File: src/core/wpr_pkg.sv
// shared constants for the watchdog and power/reset control block
package wpr_pkg;
    // bus geometry: byte address is four times the register index
    localparam int ADDR_W = 12;
    localparam int DATA_W = 32;
    localparam int IDX_W = 8;
    localparam logic [1:0] LANE_OFS = 2'h0;
    localparam logic [1:0] ADDR_TOP_ZERO = 2'h0;
    // register indices
    localparam logic [7:0] IDX_PWR = 8'h87;
    localparam logic [7:0] IDX_AUX = 8'h8E;
    localparam logic [7:0] IDX_WDT = 8'h8F;
    localparam logic [7:0] IDX_STAT = 8'h90;
    localparam logic [7:0] IDX_CNT = 8'h91;
    // power_control fields
    localparam int PWR_POF = 4;
    localparam int PWR_GF1 = 3;
    localparam int PWR_GF0 = 2;
    localparam int PWR_PD = 1;
    localparam int PWR_IDL = 0;
    // auxiliary_control fields
    localparam int AUX_AO = 0;
    // watchdog_control fields
    localparam int WDT_ENW = 7;
    localparam int WDT_WATCHDOG_CLEAR_BIT = 6;
    localparam int WDT_WATCHDOG_IDLE_ENABLE = 5;
    localparam int WDT_PS_HI = 2;
    localparam int WDT_PS_LO = 0;
    // status fields
    localparam int ST_IDLE = 0;
    localparam int ST_PD = 1;
    localparam int ST_CLRP = 2;
    localparam int ST_RST = 3;
    // reset values of special registers
    localparam logic [7:0] REG_RST = 8'h00;
    localparam logic [7:0] PORT_RST = 8'hFF;
    localparam logic [7:0] SP_RST = 8'h07;
    // watchdog chain widths
    localparam int CNT_W = 14;
    localparam int PRE_W = 8;
    localparam logic [CNT_W-1:0] CNT_MAX = 14'h3FFF;
    // machine cycle: six states of two clocks each
    localparam logic [2:0] STATE_LAST = 3'h5;
    localparam logic [2:0] SAMPLE_STATE = 3'h4;
    // pin must be seen high at this many consecutive samples
    localparam logic [1:0] RST_SAMPLES = 2'h2;
    // bus responses
    localparam logic [1:0] RESP_OK = 2'h0;
    localparam logic [1:0] RESP_ERR = 2'h2;

    // prescaler terminal count (ratio minus one) per select code
    function automatic logic [PRE_W-1:0] ps_limit(input logic [2:0] ps);
        case (ps)
            3'h0: ps_limit = 8'h01;
            3'h2: ps_limit = 8'h03;
            3'h1: ps_limit = 8'h07;
            3'h3: ps_limit = 8'h0F;
            3'h4: ps_limit = 8'h1F;
            3'h5: ps_limit = 8'h3F;
            3'h6: ps_limit = 8'h7F;
            default: ps_limit = 8'hFF;
        endcase
    endfunction : ps_limit
endpackage : wpr_pkg

File: src/core/wpr_top.sv
// watchdog, power modes, reset sampling and strobe suppression
//
// Contract
// - with strobe-off bit set, stop address strobe during internal code execution
// - while suppressed, still pass strobe for external accesses or external code
// - power-off flag set by power-on reset, software clears, other resets keep it
// - two user flag bits, read/write, no side effect
// - idle bit gates core clock, peripherals and interrupts keep clocking
// - enabled interrupt request or reset ends idle, core clock returns
// - power-down bit stops every clock including the oscillator
// - only a reset ends power-down; interrupts do not wake it
// - watchdog is a free divider; enabled time-out forces system reset
// - any reset disables the watchdog and clears its counter
// - enable bit lets watchdog count; cleared, it never resets
// - clear bit write resets counter, prescaler, itself at next machine cycle
// - watchdog runs in idle only if idle-enable set; default clear
// - three select bits choose prescaler ratio 2 up to 256
// - time-out equals osc period times 2^14 times ratio times twelve
// - oscillator divided by two before internal use
// - reset pin sampled at state five phase two; two machine cycles needed
// - reset pin path filters short glitches
// - reset puts ports FFH, stack 07H, other special registers 00H
`timescale 1ns/10ps
module wpr_top (
    // clock and power-on reset
    input wire logic clock,
    input wire logic sys_rst,
    // AXI4-Lite write address and data
    input wire logic [11:0] s_axi_awaddr,
    input wire logic s_axi_awvalid,
    output logic s_axi_awready,
    input wire logic [31:0] s_axi_wdata,
    input wire logic [3:0] s_axi_wstrb,
    input wire logic s_axi_wvalid,
    output logic s_axi_wready,
    // AXI4-Lite write response
    output logic [1:0] s_axi_bresp,
    output logic s_axi_bvalid,
    input wire logic s_axi_bready,
    // AXI4-Lite read
    input wire logic [11:0] s_axi_araddr,
    input wire logic s_axi_arvalid,
    output logic s_axi_arready,
    output logic [31:0] s_axi_rdata,
    output logic [1:0] s_axi_rresp,
    output logic s_axi_rvalid,
    input wire logic s_axi_rready,
    // external reset pin and interrupt logic
    input wire logic resetPin,
    input wire logic intReq,
    // core strobe and fetch context
    input wire logic strobeIn,
    input wire logic codeInternal,
    input wire logic extAccess,
    // outputs to the rest of the chip
    output logic strobeOut,
    output logic coreClkEn,
    output logic periphClkEn,
    output logic oscEn,
    output logic chipReset
);

    // index of a byte address, or an out-of-range marker
    function automatic logic [8:0] reg_index(input logic [11:0] a);
        if (a[1:0] != wpr_pkg::LANE_OFS || a[11:10] != wpr_pkg::ADDR_TOP_ZERO) begin
            reg_index = {1'b1, 8'h00};
        end else begin
            reg_index = {1'b0, a[9:2]};
        end
    endfunction : reg_index

    // registers
    logic powerOffFlag;
    logic userFlagOne;
    logic userFlagZero;
    logic powerDownBit;
    logic idleBit;
    logic strobeOffBit;
    logic watchdogEnableBit;
    logic watchdogClearBit;
    logic watchdogIdleEnable;
    logic [2:0] prescaleSel;

    // machine cycle timing
    logic halfPhase;
    logic [2:0] stateCnt;
    logic sampleTick;
    logic machineTick;

    // reset pin path
    logic pinSync1;
    logic pinSync2;
    logic pinSync3;
    logic pinLevel;
    logic [1:0] pinCount;

    // watchdog chain
    logic [wpr_pkg::PRE_W-1:0] preCnt;
    logic [wpr_pkg::CNT_W-1:0] wdtCnt;
    logic wdtRun;
    logic preTerm;
    logic timeOut;

    // bus slave state
    logic awHeld;
    logic wHeld;
    logic [11:0] awAddr;
    logic [31:0] wData;
    logic [3:0] wStrb;
    logic doWrite;
    logic [8:0] wIdx;
    logic wLane0;
    logic [8:0] rIdx;

    // modes, power-down taking precedence over idle
    logic idleActive;
    logic pdActive;
    assign pdActive = powerDownBit;
    assign idleActive = idleBit & ~powerDownBit;

    // clock-enable halving, so every state spans two clocks
    always_ff @(posedge clock) begin
        if (sys_rst) begin
            halfPhase <= 1'b0;
        end else begin
            halfPhase <= ~halfPhase;
        end
    end

    // state counter inside the machine cycle
    always_ff @(posedge clock) begin
        if (sys_rst) begin
            stateCnt <= 3'h0;
        end else if (halfPhase) begin
            if (stateCnt == wpr_pkg::STATE_LAST) begin
                stateCnt <= 3'h0;
            end else begin
                stateCnt <= stateCnt + 3'h1;
            end
        end
    end

    // one machine cycle is twelve clocks
    assign sampleTick = halfPhase && stateCnt == wpr_pkg::SAMPLE_STATE;
    assign machineTick = halfPhase && stateCnt == wpr_pkg::STATE_LAST;

    // three-stage pin synchroniser
    always_ff @(posedge clock) begin
        if (sys_rst) begin
            pinSync1 <= 1'b0;
            pinSync2 <= 1'b0;
            pinSync3 <= 1'b0;
        end else begin
            pinSync1 <= resetPin;
            pinSync2 <= pinSync1;
            pinSync3 <= pinSync2;
        end
    end

    // level only moves once stages two and three agree
    always_ff @(posedge clock) begin
        if (sys_rst) begin
            pinLevel <= 1'b0;
        end else if (pinSync2 == pinSync3) begin
            pinLevel <= pinSync3;
        end
    end

    // consecutive high samples; one low sample restarts the count
    always_ff @(posedge clock) begin
        if (sys_rst) begin
            pinCount <= 2'h0;
        end else if (sampleTick) begin
            if (!pinLevel) begin
                pinCount <= 2'h0;
            end else if (pinCount != wpr_pkg::RST_SAMPLES) begin
                pinCount <= pinCount + 2'h1;
            end
        end
    end

    // internal reset: pin held long enough, or watchdog time-out
    // a time-out holds it to the end of the next machine cycle
    always_ff @(posedge clock) begin
        if (sys_rst) begin
            chipReset <= 1'b0;
        end else if (timeOut) begin
            chipReset <= 1'b1;
        end else if (sampleTick && pinLevel && pinCount == wpr_pkg::RST_SAMPLES - 2'h1) begin
            chipReset <= 1'b1;
        end else if (machineTick && pinCount != wpr_pkg::RST_SAMPLES) begin
            chipReset <= 1'b0;
        end
    end

    // watchdog counts only while enabled and not halted by a mode
    assign wdtRun = watchdogEnableBit && !pdActive && (!idleActive || watchdogIdleEnable);
    assign preTerm = preCnt == wpr_pkg::ps_limit(prescaleSel);
    assign timeOut = wdtRun && machineTick && preTerm && wdtCnt == wpr_pkg::CNT_MAX;

    // prescaler stepped per machine cycle, then 14-bit divider once per prescaler wrap
    always_ff @(posedge clock) begin
        if (sys_rst || chipReset) begin
            preCnt <= '0;
            wdtCnt <= '0;
        end else if (machineTick && watchdogClearBit) begin
            preCnt <= '0;
            wdtCnt <= '0;
        end else if (machineTick && wdtRun) begin
            if (preTerm) begin
                preCnt <= '0;
                wdtCnt <= wdtCnt + 14'h0001;
            end else begin
                preCnt <= preCnt + 8'h01;
            end
        end
    end

    // write decode shared by all register processes
    assign doWrite = awHeld && wHeld && !s_axi_bvalid;
    assign wIdx = reg_index(awAddr);
    assign wLane0 = wStrb[0];

    // power-off flag: power-on reset sets it, a write loads it, chip reset leaves it
    always_ff @(posedge clock) begin
        if (sys_rst) begin
            powerOffFlag <= 1'b1;
        end else if (doWrite && wLane0 && wIdx == {1'b0, wpr_pkg::IDX_PWR}) begin
            powerOffFlag <= wData[wpr_pkg::PWR_POF];
        end
    end

    // user flags and power mode bits
    always_ff @(posedge clock) begin
        if (sys_rst || chipReset) begin
            userFlagOne <= 1'b0;
            userFlagZero <= 1'b0;
            powerDownBit <= 1'b0;
            idleBit <= 1'b0;
        end else begin
            if (doWrite && wLane0 && wIdx == {1'b0, wpr_pkg::IDX_PWR}) begin
                userFlagOne <= wData[wpr_pkg::PWR_GF1];
                userFlagZero <= wData[wpr_pkg::PWR_GF0];
                powerDownBit <= wData[wpr_pkg::PWR_PD];
                idleBit <= wData[wpr_pkg::PWR_IDL];
            end else if (intReq && idleActive) begin
                idleBit <= 1'b0;
            end
        end
    end

    // auxiliary control
    always_ff @(posedge clock) begin
        if (sys_rst || chipReset) begin
            strobeOffBit <= 1'b0;
        end else if (doWrite && wLane0 && wIdx == {1'b0, wpr_pkg::IDX_AUX}) begin
            strobeOffBit <= wData[wpr_pkg::AUX_AO];
        end
    end

    // watchdog control; a new write of the clear bit beats the self-clear
    always_ff @(posedge clock) begin
        if (sys_rst || chipReset) begin
            watchdogEnableBit <= 1'b0;
            watchdogClearBit <= 1'b0;
            watchdogIdleEnable <= 1'b0;
            prescaleSel <= 3'h0;
        end else if (doWrite && wLane0 && wIdx == {1'b0, wpr_pkg::IDX_WDT}) begin
            watchdogEnableBit <= wData[wpr_pkg::WDT_ENW];
            watchdogClearBit <= wData[wpr_pkg::WDT_WATCHDOG_CLEAR_BIT] | (watchdogClearBit & ~machineTick);
            watchdogIdleEnable <= wData[wpr_pkg::WDT_WATCHDOG_IDLE_ENABLE];
            prescaleSel <= wData[wpr_pkg::WDT_PS_HI:wpr_pkg::WDT_PS_LO];
        end else if (machineTick) begin
            watchdogClearBit <= 1'b0;
        end
    end

    // clock gates; oscillator and peripherals stop only in power-down
    always_ff @(posedge clock) begin
        if (sys_rst) begin
            coreClkEn <= 1'b1;
            periphClkEn <= 1'b1;
            oscEn <= 1'b1;
        end else begin
            coreClkEn <= !idleActive && !pdActive && !chipReset;
            periphClkEn <= !pdActive;
            oscEn <= !pdActive;
        end
    end

    // strobe passes during external work, muted on internal fetches
    always_ff @(posedge clock) begin
        if (sys_rst) begin
            strobeOut <= 1'b0;
        end else if (strobeOffBit && codeInternal && !extAccess) begin
            strobeOut <= 1'b0;
        end else begin
            strobeOut <= strobeIn;
        end
    end

    // write address channel, held until the response is taken
    always_ff @(posedge clock) begin
        if (sys_rst) begin
            awHeld <= 1'b0;
            awAddr <= 12'h000;
            s_axi_awready <= 1'b0;
        end else if (!awHeld && !s_axi_awready) begin
            s_axi_awready <= 1'b1;
        end else if (s_axi_awready && s_axi_awvalid) begin
            awHeld <= 1'b1;
            awAddr <= s_axi_awaddr;
            s_axi_awready <= 1'b0;
        end else if (s_axi_bvalid && s_axi_bready) begin
            awHeld <= 1'b0;
        end
    end

    // write data channel, taken independently of the address
    always_ff @(posedge clock) begin
        if (sys_rst) begin
            wHeld <= 1'b0;
            wData <= 32'h00000000;
            wStrb <= 4'h0;
            s_axi_wready <= 1'b0;
        end else if (!wHeld && !s_axi_wready) begin
            s_axi_wready <= 1'b1;
        end else if (s_axi_wready && s_axi_wvalid) begin
            wHeld <= 1'b1;
            wData <= s_axi_wdata;
            wStrb <= s_axi_wstrb;
            s_axi_wready <= 1'b0;
        end else if (s_axi_bvalid && s_axi_bready) begin
            wHeld <= 1'b0;
        end
    end

    // write response; unmapped and read-only indices answer with an error
    always_ff @(posedge clock) begin
        if (sys_rst) begin
            s_axi_bvalid <= 1'b0;
            s_axi_bresp <= wpr_pkg::RESP_OK;
        end else if (doWrite) begin
            s_axi_bvalid <= 1'b1;
            if (wIdx == {1'b0, wpr_pkg::IDX_PWR} || wIdx == {1'b0, wpr_pkg::IDX_AUX}
                || wIdx == {1'b0, wpr_pkg::IDX_WDT}) begin
                s_axi_bresp <= wpr_pkg::RESP_OK;
            end else begin
                s_axi_bresp <= wpr_pkg::RESP_ERR;
            end
        end else if (s_axi_bready) begin
            s_axi_bvalid <= 1'b0;
        end
    end

    // read channel: accept when idle, answer the next cycle
    assign rIdx = reg_index(s_axi_araddr);
    always_ff @(posedge clock) begin
        if (sys_rst) begin
            s_axi_arready <= 1'b0;
            s_axi_rvalid <= 1'b0;
            s_axi_rdata <= 32'h00000000;
            s_axi_rresp <= wpr_pkg::RESP_OK;
        end else if (s_axi_rvalid) begin
            if (s_axi_rready) begin
                s_axi_rvalid <= 1'b0;
            end
        end else if (!s_axi_arready) begin
            s_axi_arready <= 1'b1;
        end else if (s_axi_arvalid) begin
            s_axi_arready <= 1'b0;
            s_axi_rvalid <= 1'b1;
            s_axi_rresp <= wpr_pkg::RESP_OK;
            s_axi_rdata <= 32'h00000000;
            if (rIdx == {1'b0, wpr_pkg::IDX_PWR}) begin
                s_axi_rdata[wpr_pkg::PWR_POF] <= powerOffFlag;
                s_axi_rdata[wpr_pkg::PWR_GF1] <= userFlagOne;
                s_axi_rdata[wpr_pkg::PWR_GF0] <= userFlagZero;
                s_axi_rdata[wpr_pkg::PWR_PD] <= powerDownBit;
                s_axi_rdata[wpr_pkg::PWR_IDL] <= idleBit;
            end else if (rIdx == {1'b0, wpr_pkg::IDX_AUX}) begin
                s_axi_rdata[wpr_pkg::AUX_AO] <= strobeOffBit;
            end else if (rIdx == {1'b0, wpr_pkg::IDX_WDT}) begin
                s_axi_rdata[wpr_pkg::WDT_ENW] <= watchdogEnableBit;
                s_axi_rdata[wpr_pkg::WDT_WATCHDOG_CLEAR_BIT] <= watchdogClearBit;
                s_axi_rdata[wpr_pkg::WDT_WATCHDOG_IDLE_ENABLE] <= watchdogIdleEnable;
                s_axi_rdata[wpr_pkg::WDT_PS_HI:wpr_pkg::WDT_PS_LO] <= prescaleSel;
            end else if (rIdx == {1'b0, wpr_pkg::IDX_STAT}) begin
                s_axi_rdata[wpr_pkg::ST_IDLE] <= idleActive;
                s_axi_rdata[wpr_pkg::ST_PD] <= pdActive;
                s_axi_rdata[wpr_pkg::ST_CLRP] <= watchdogClearBit;
                s_axi_rdata[wpr_pkg::ST_RST] <= chipReset;
            end else if (rIdx == {1'b0, wpr_pkg::IDX_CNT}) begin
                s_axi_rdata[wpr_pkg::CNT_W-1:0] <= wdtCnt;
            end else begin
                s_axi_rresp <= wpr_pkg::RESP_ERR;
            end
        end
    end

endmodule : wpr_top

File: config.mk
export PLATFORM = sky130hd
export DESIGN_NAME = wpr_top
export DESIGN_NICKNAME = d
export VERILOG_FILES = /design/src/core/wpr_pkg.sv /design/src/core/wpr_top.sv
export SDC_FILE = /design/constraint.sdc
export NUM_CORES = 1
export LEC_CHECK = 0
export BUFFER_PORTS_ARGS = -buffer_cell sky130_fd_sc_hd__buf_2
export CORE_AREA = 5 5 97 99
export DETAILED_ROUTE_END_ITERATION = 6
export DIE_AREA = 0 0 102 104
export PLACE_DENSITY_LB_ADDON = 0.1
export SLEW_MARGIN = 40
export SYNTH_ARGS = -nofsm -noshare
export SYNTH_HDL_FRONTEND = slang
export SYNTH_SLANG_ARGS = --single-unit
File: constraint.sdc
create_clock -name clock -period 2.2 [get_ports clock]
set_clock_uncertainty 0.05 [all_clocks]
set_input_delay 0.55 -clock clock [delete_from_list [all_inputs] [get_ports clock]]
set_output_delay 0.55 -clock clock [all_outputs]
set_load 0.005 [all_outputs]
==> metrics.txt <==
status complete, no violations; global-route wire length before repair between 15000 and 20000 µm; worst max-slew margin expressed relative to the limit 0.521; Vias per Instance around 5.2; utilization after layout 0.582; number of buffer and inverter stages on the critical path 0; detailed-route wire length per cell ~14 µm; combinational family with the most area after synthesis simple AND/OR/NAND/NOR gates; worst-case setup margin in the final layout ~0.27 ns; most frequent cells in the layout sky130_fd_sc_hd__nand2_1, sky130_fd_sc_hd__dfxtp_1, sky130_fd_sc_hd__buf_2; share of final-layout standard cells stronger than drive strength 1 0.197; most common cell after layout, fill and taps aside sky130_fd_sc_hd__nand2_1; H-tree Lvls 3; total global routing overflow 0; LEAKAGE 2.02 nW; global placement routability congestion 0.779; number of global-route vias before repair 3313; top fanout value on the critical path 6; number of flip-flops and latches in the synthesized netlist 92; Initial Utilization 0.514; dpl hpwl between 7000 and 8000 µm; antenna diode count 0; critical path launch point awAddr[11]$_SDFFE_PP0P_; overall via count from detail_route about 3.7k; Cell Area, Synth approximately 0.0044 mm²; cell row count 34; synth-to-layout area growth 13.2%; count of unique library cells instantiated by Yosys 64; power density cells a little over 600 mW/mm²; Period minus WS final approximately 1.9 ns; maximum clock insertion buffer count 2; placed insts between 600 and 700; die area ~0.011 mm²; input/output buffers 70; compound-cell area share of the yosys netlist 0.116; Synth async-reset ratio 0; Synth warnings 0; transition time at the pin with the least slew margin 0.709 ns; endpoint arrival time on the critical path about 2.1 ns; worst hold-check path type input pin to flip-flop; total wirelength of the detailed-routed design around 9500 µm; number of sinks handled by clock tree synthesis just over 90; cells resized by post-CTS repair 0; mean area per synthesized cell 8.35 µm²; XOR/XNOR Fraction of Synth Area 0.0201; simple-gate area share of the yosys netlist 0.304; pin count of the biggest net entering global routing 28; startpoint of the worst-slack reg-to-reg timing path awAddr[11]$_SDFFE_PP0P_; register area share after synthesis 0.423; WS Path Type flip-flop to flip-flop; fraction of the mapped netlist area in adder cells 0.0115; fin nets 666; number of antenna violations at the first check in global routing 0; worst setup slack before clock tree synthesis between 0.003 and 0.004 ns; Max IR drop VDD around 0.45 mV; number of buffers inserted during clock tree synthesis 9; DRC violation count after routing 0; kind of launch point of the worst setup path flip-flop; RSZ-0062 raised after global routing no; Worst path slowest cell sky130_fd_sc_hd__nor4b_4; clock insertion delay at the later pin of the skew report 0.35 ns; cell class contributing the biggest share of worst-path delay simple AND/OR/NAND/NOR gates; Setup crit end kind flip-flop; Total GRT Usage 0.177; MaxCap Viol Count 0; clock tree root driver cell sky130_fd_sc_hd__clkbuf_8; drt first-iter violations between 100 and 150; gate count after technology mapping about 520; Setup-failing EPs final 0; DR pass1 iterations 4; max frequency about 520 MHz; Main synth FF type sky130_fd_sc_hd__dfxtp_1; mux share of post-synthesis cell area 0.0509; core outline area approximately 0.0085 mm²; worst slack on hold paths ~0.36 ns; TritonCTS clock tree done; hold_sp resetPin; count of flip-flops with a built-in enable after synthesis 0; Die Height ~100 µm; Required @ worst endpoint about 2.4 ns; setup TNS 0 ns; count of pins over their slew limit 0; die width 102 µm; Worst-path clk slew ~0.09 ns; number of hold buffers added after cts 0; Top-Level Pins 118; final instance count without filler cells ~700; Final Hold Fails 0; Post-DRT Antenna Nets 0; post-route clock period utilization 0.879; biggest cell delay along the critical path around 0.45 ns; post-CTS setup buffers 0; cell-by-cell trace of the critical path nor4b_1 > and4b_1 > nor4b_4 > nor2b_1 > a211o_1
[worst paths after layout]
path / to / slack, ns / cells after the start
min reg2reg: pinSync2$_SDFF_PP0_ / 0.40 / 1
min: pinSync1$_SDFF_PP0_ / 0.36 / 2
max reg2reg: powerOffFlag$_SDFFE_PP1P_ / 0.27 / 5
max: powerOffFlag$_SDFFE_PP1P_ / 0.27 / 5
[registers in the layout, summed over array words and instances, names as in the netlist, 2 cells and up]
signal	flops
preCnt	8
pinCount	2
wData	8
awAddr	12
stateCnt	3
wdtCnt	14
s_axi_rdata	14
prescaleSel	3
[worst reg2reg max path, delay by kind of cell (launching register included)]
family | cells | cell delay (ns)
AO/OA/AOI/OAI | 1 | 0.27
AND/OR/NAND/NOR | 4 | 1.20
flip-flops | 1 | 0.32
[synth_stat cells, drive strengths merged, types with 3 or more instances]
cell    number  area share
nor2b       10       0.014
xnor2        4      0.0080
and2         6      0.0092
nand2b      17       0.024
inv          7      0.0060
nand2       96       0.083
nor4b        4       0.012
buf         31       0.052
nand3       15       0.017
a31oi        4      0.0057
and3         8       0.012
xor2         6       0.012
nor2        33       0.029
a21oi       40       0.047
and4         3      0.0060
clkbuf      17       0.015
dfxtp       92        0.42
nand4       21       0.030
nor3        17       0.020
nor3b        3      0.0063
o21ai       17       0.020
and3b        3      0.0063
a22oi        4      0.0069
nand4b       4      0.0080
ha           4       0.012
nand3b       3      0.0052
mux2i       21       0.048
[logic make-up after synthesis]
| kind of cell | Yosys count |
|---|---|
| and+or+nand+nor | 253 |
| DFF | 92 |
| AOI/OAI and AO/OA | 84 |
| buffers and inverters | 55 |
| muxes | 22 |
| xor gates and xnor gates | 10 |
| adders and majority gates | 4 |
| other | 1 |
[metrics by stage]
| stage | cell area (µm²) | total power [mW] |
|---|---|---|
| floorplan | 4420 | 1.93 |
| global placement | 4750 | 1.98 |
| detailed placement | 4750 | 1.99 |
| CTS | 4920 | 3.01 |
| global route | 4920 | 3.11 |
| finish | 4920 | 2.98 |
[power by group]
group	switching (mW)	total, mW	internal (mW)
clock	0.588	1.03	0.440
sequential	0.0309	1.74	1.71
combinational	0.126	0.216	0.0906
[routing by layer]
layer	routed length, µm	vias up	track usage
li1	-	1917	-
met1	4330	1696	0.234
met2	4680	59	0.290
met3	336	13	0.0302
met4	158	0	0.0600
met5	0	-	0
[layout make-up]
class / instances / area, µm²
sequential: 92 / 1840
clock inverter: 6 / 40.0
timing repair buffer: 87 / 478
inverter: 7 / 26.3
fill: 826 / 3540
clock buffer: 10 / 138
tap: 108 / 135
multi-input combinational: 393 / 2270
No activity file was read; power rests on OpenSTA's default activity.
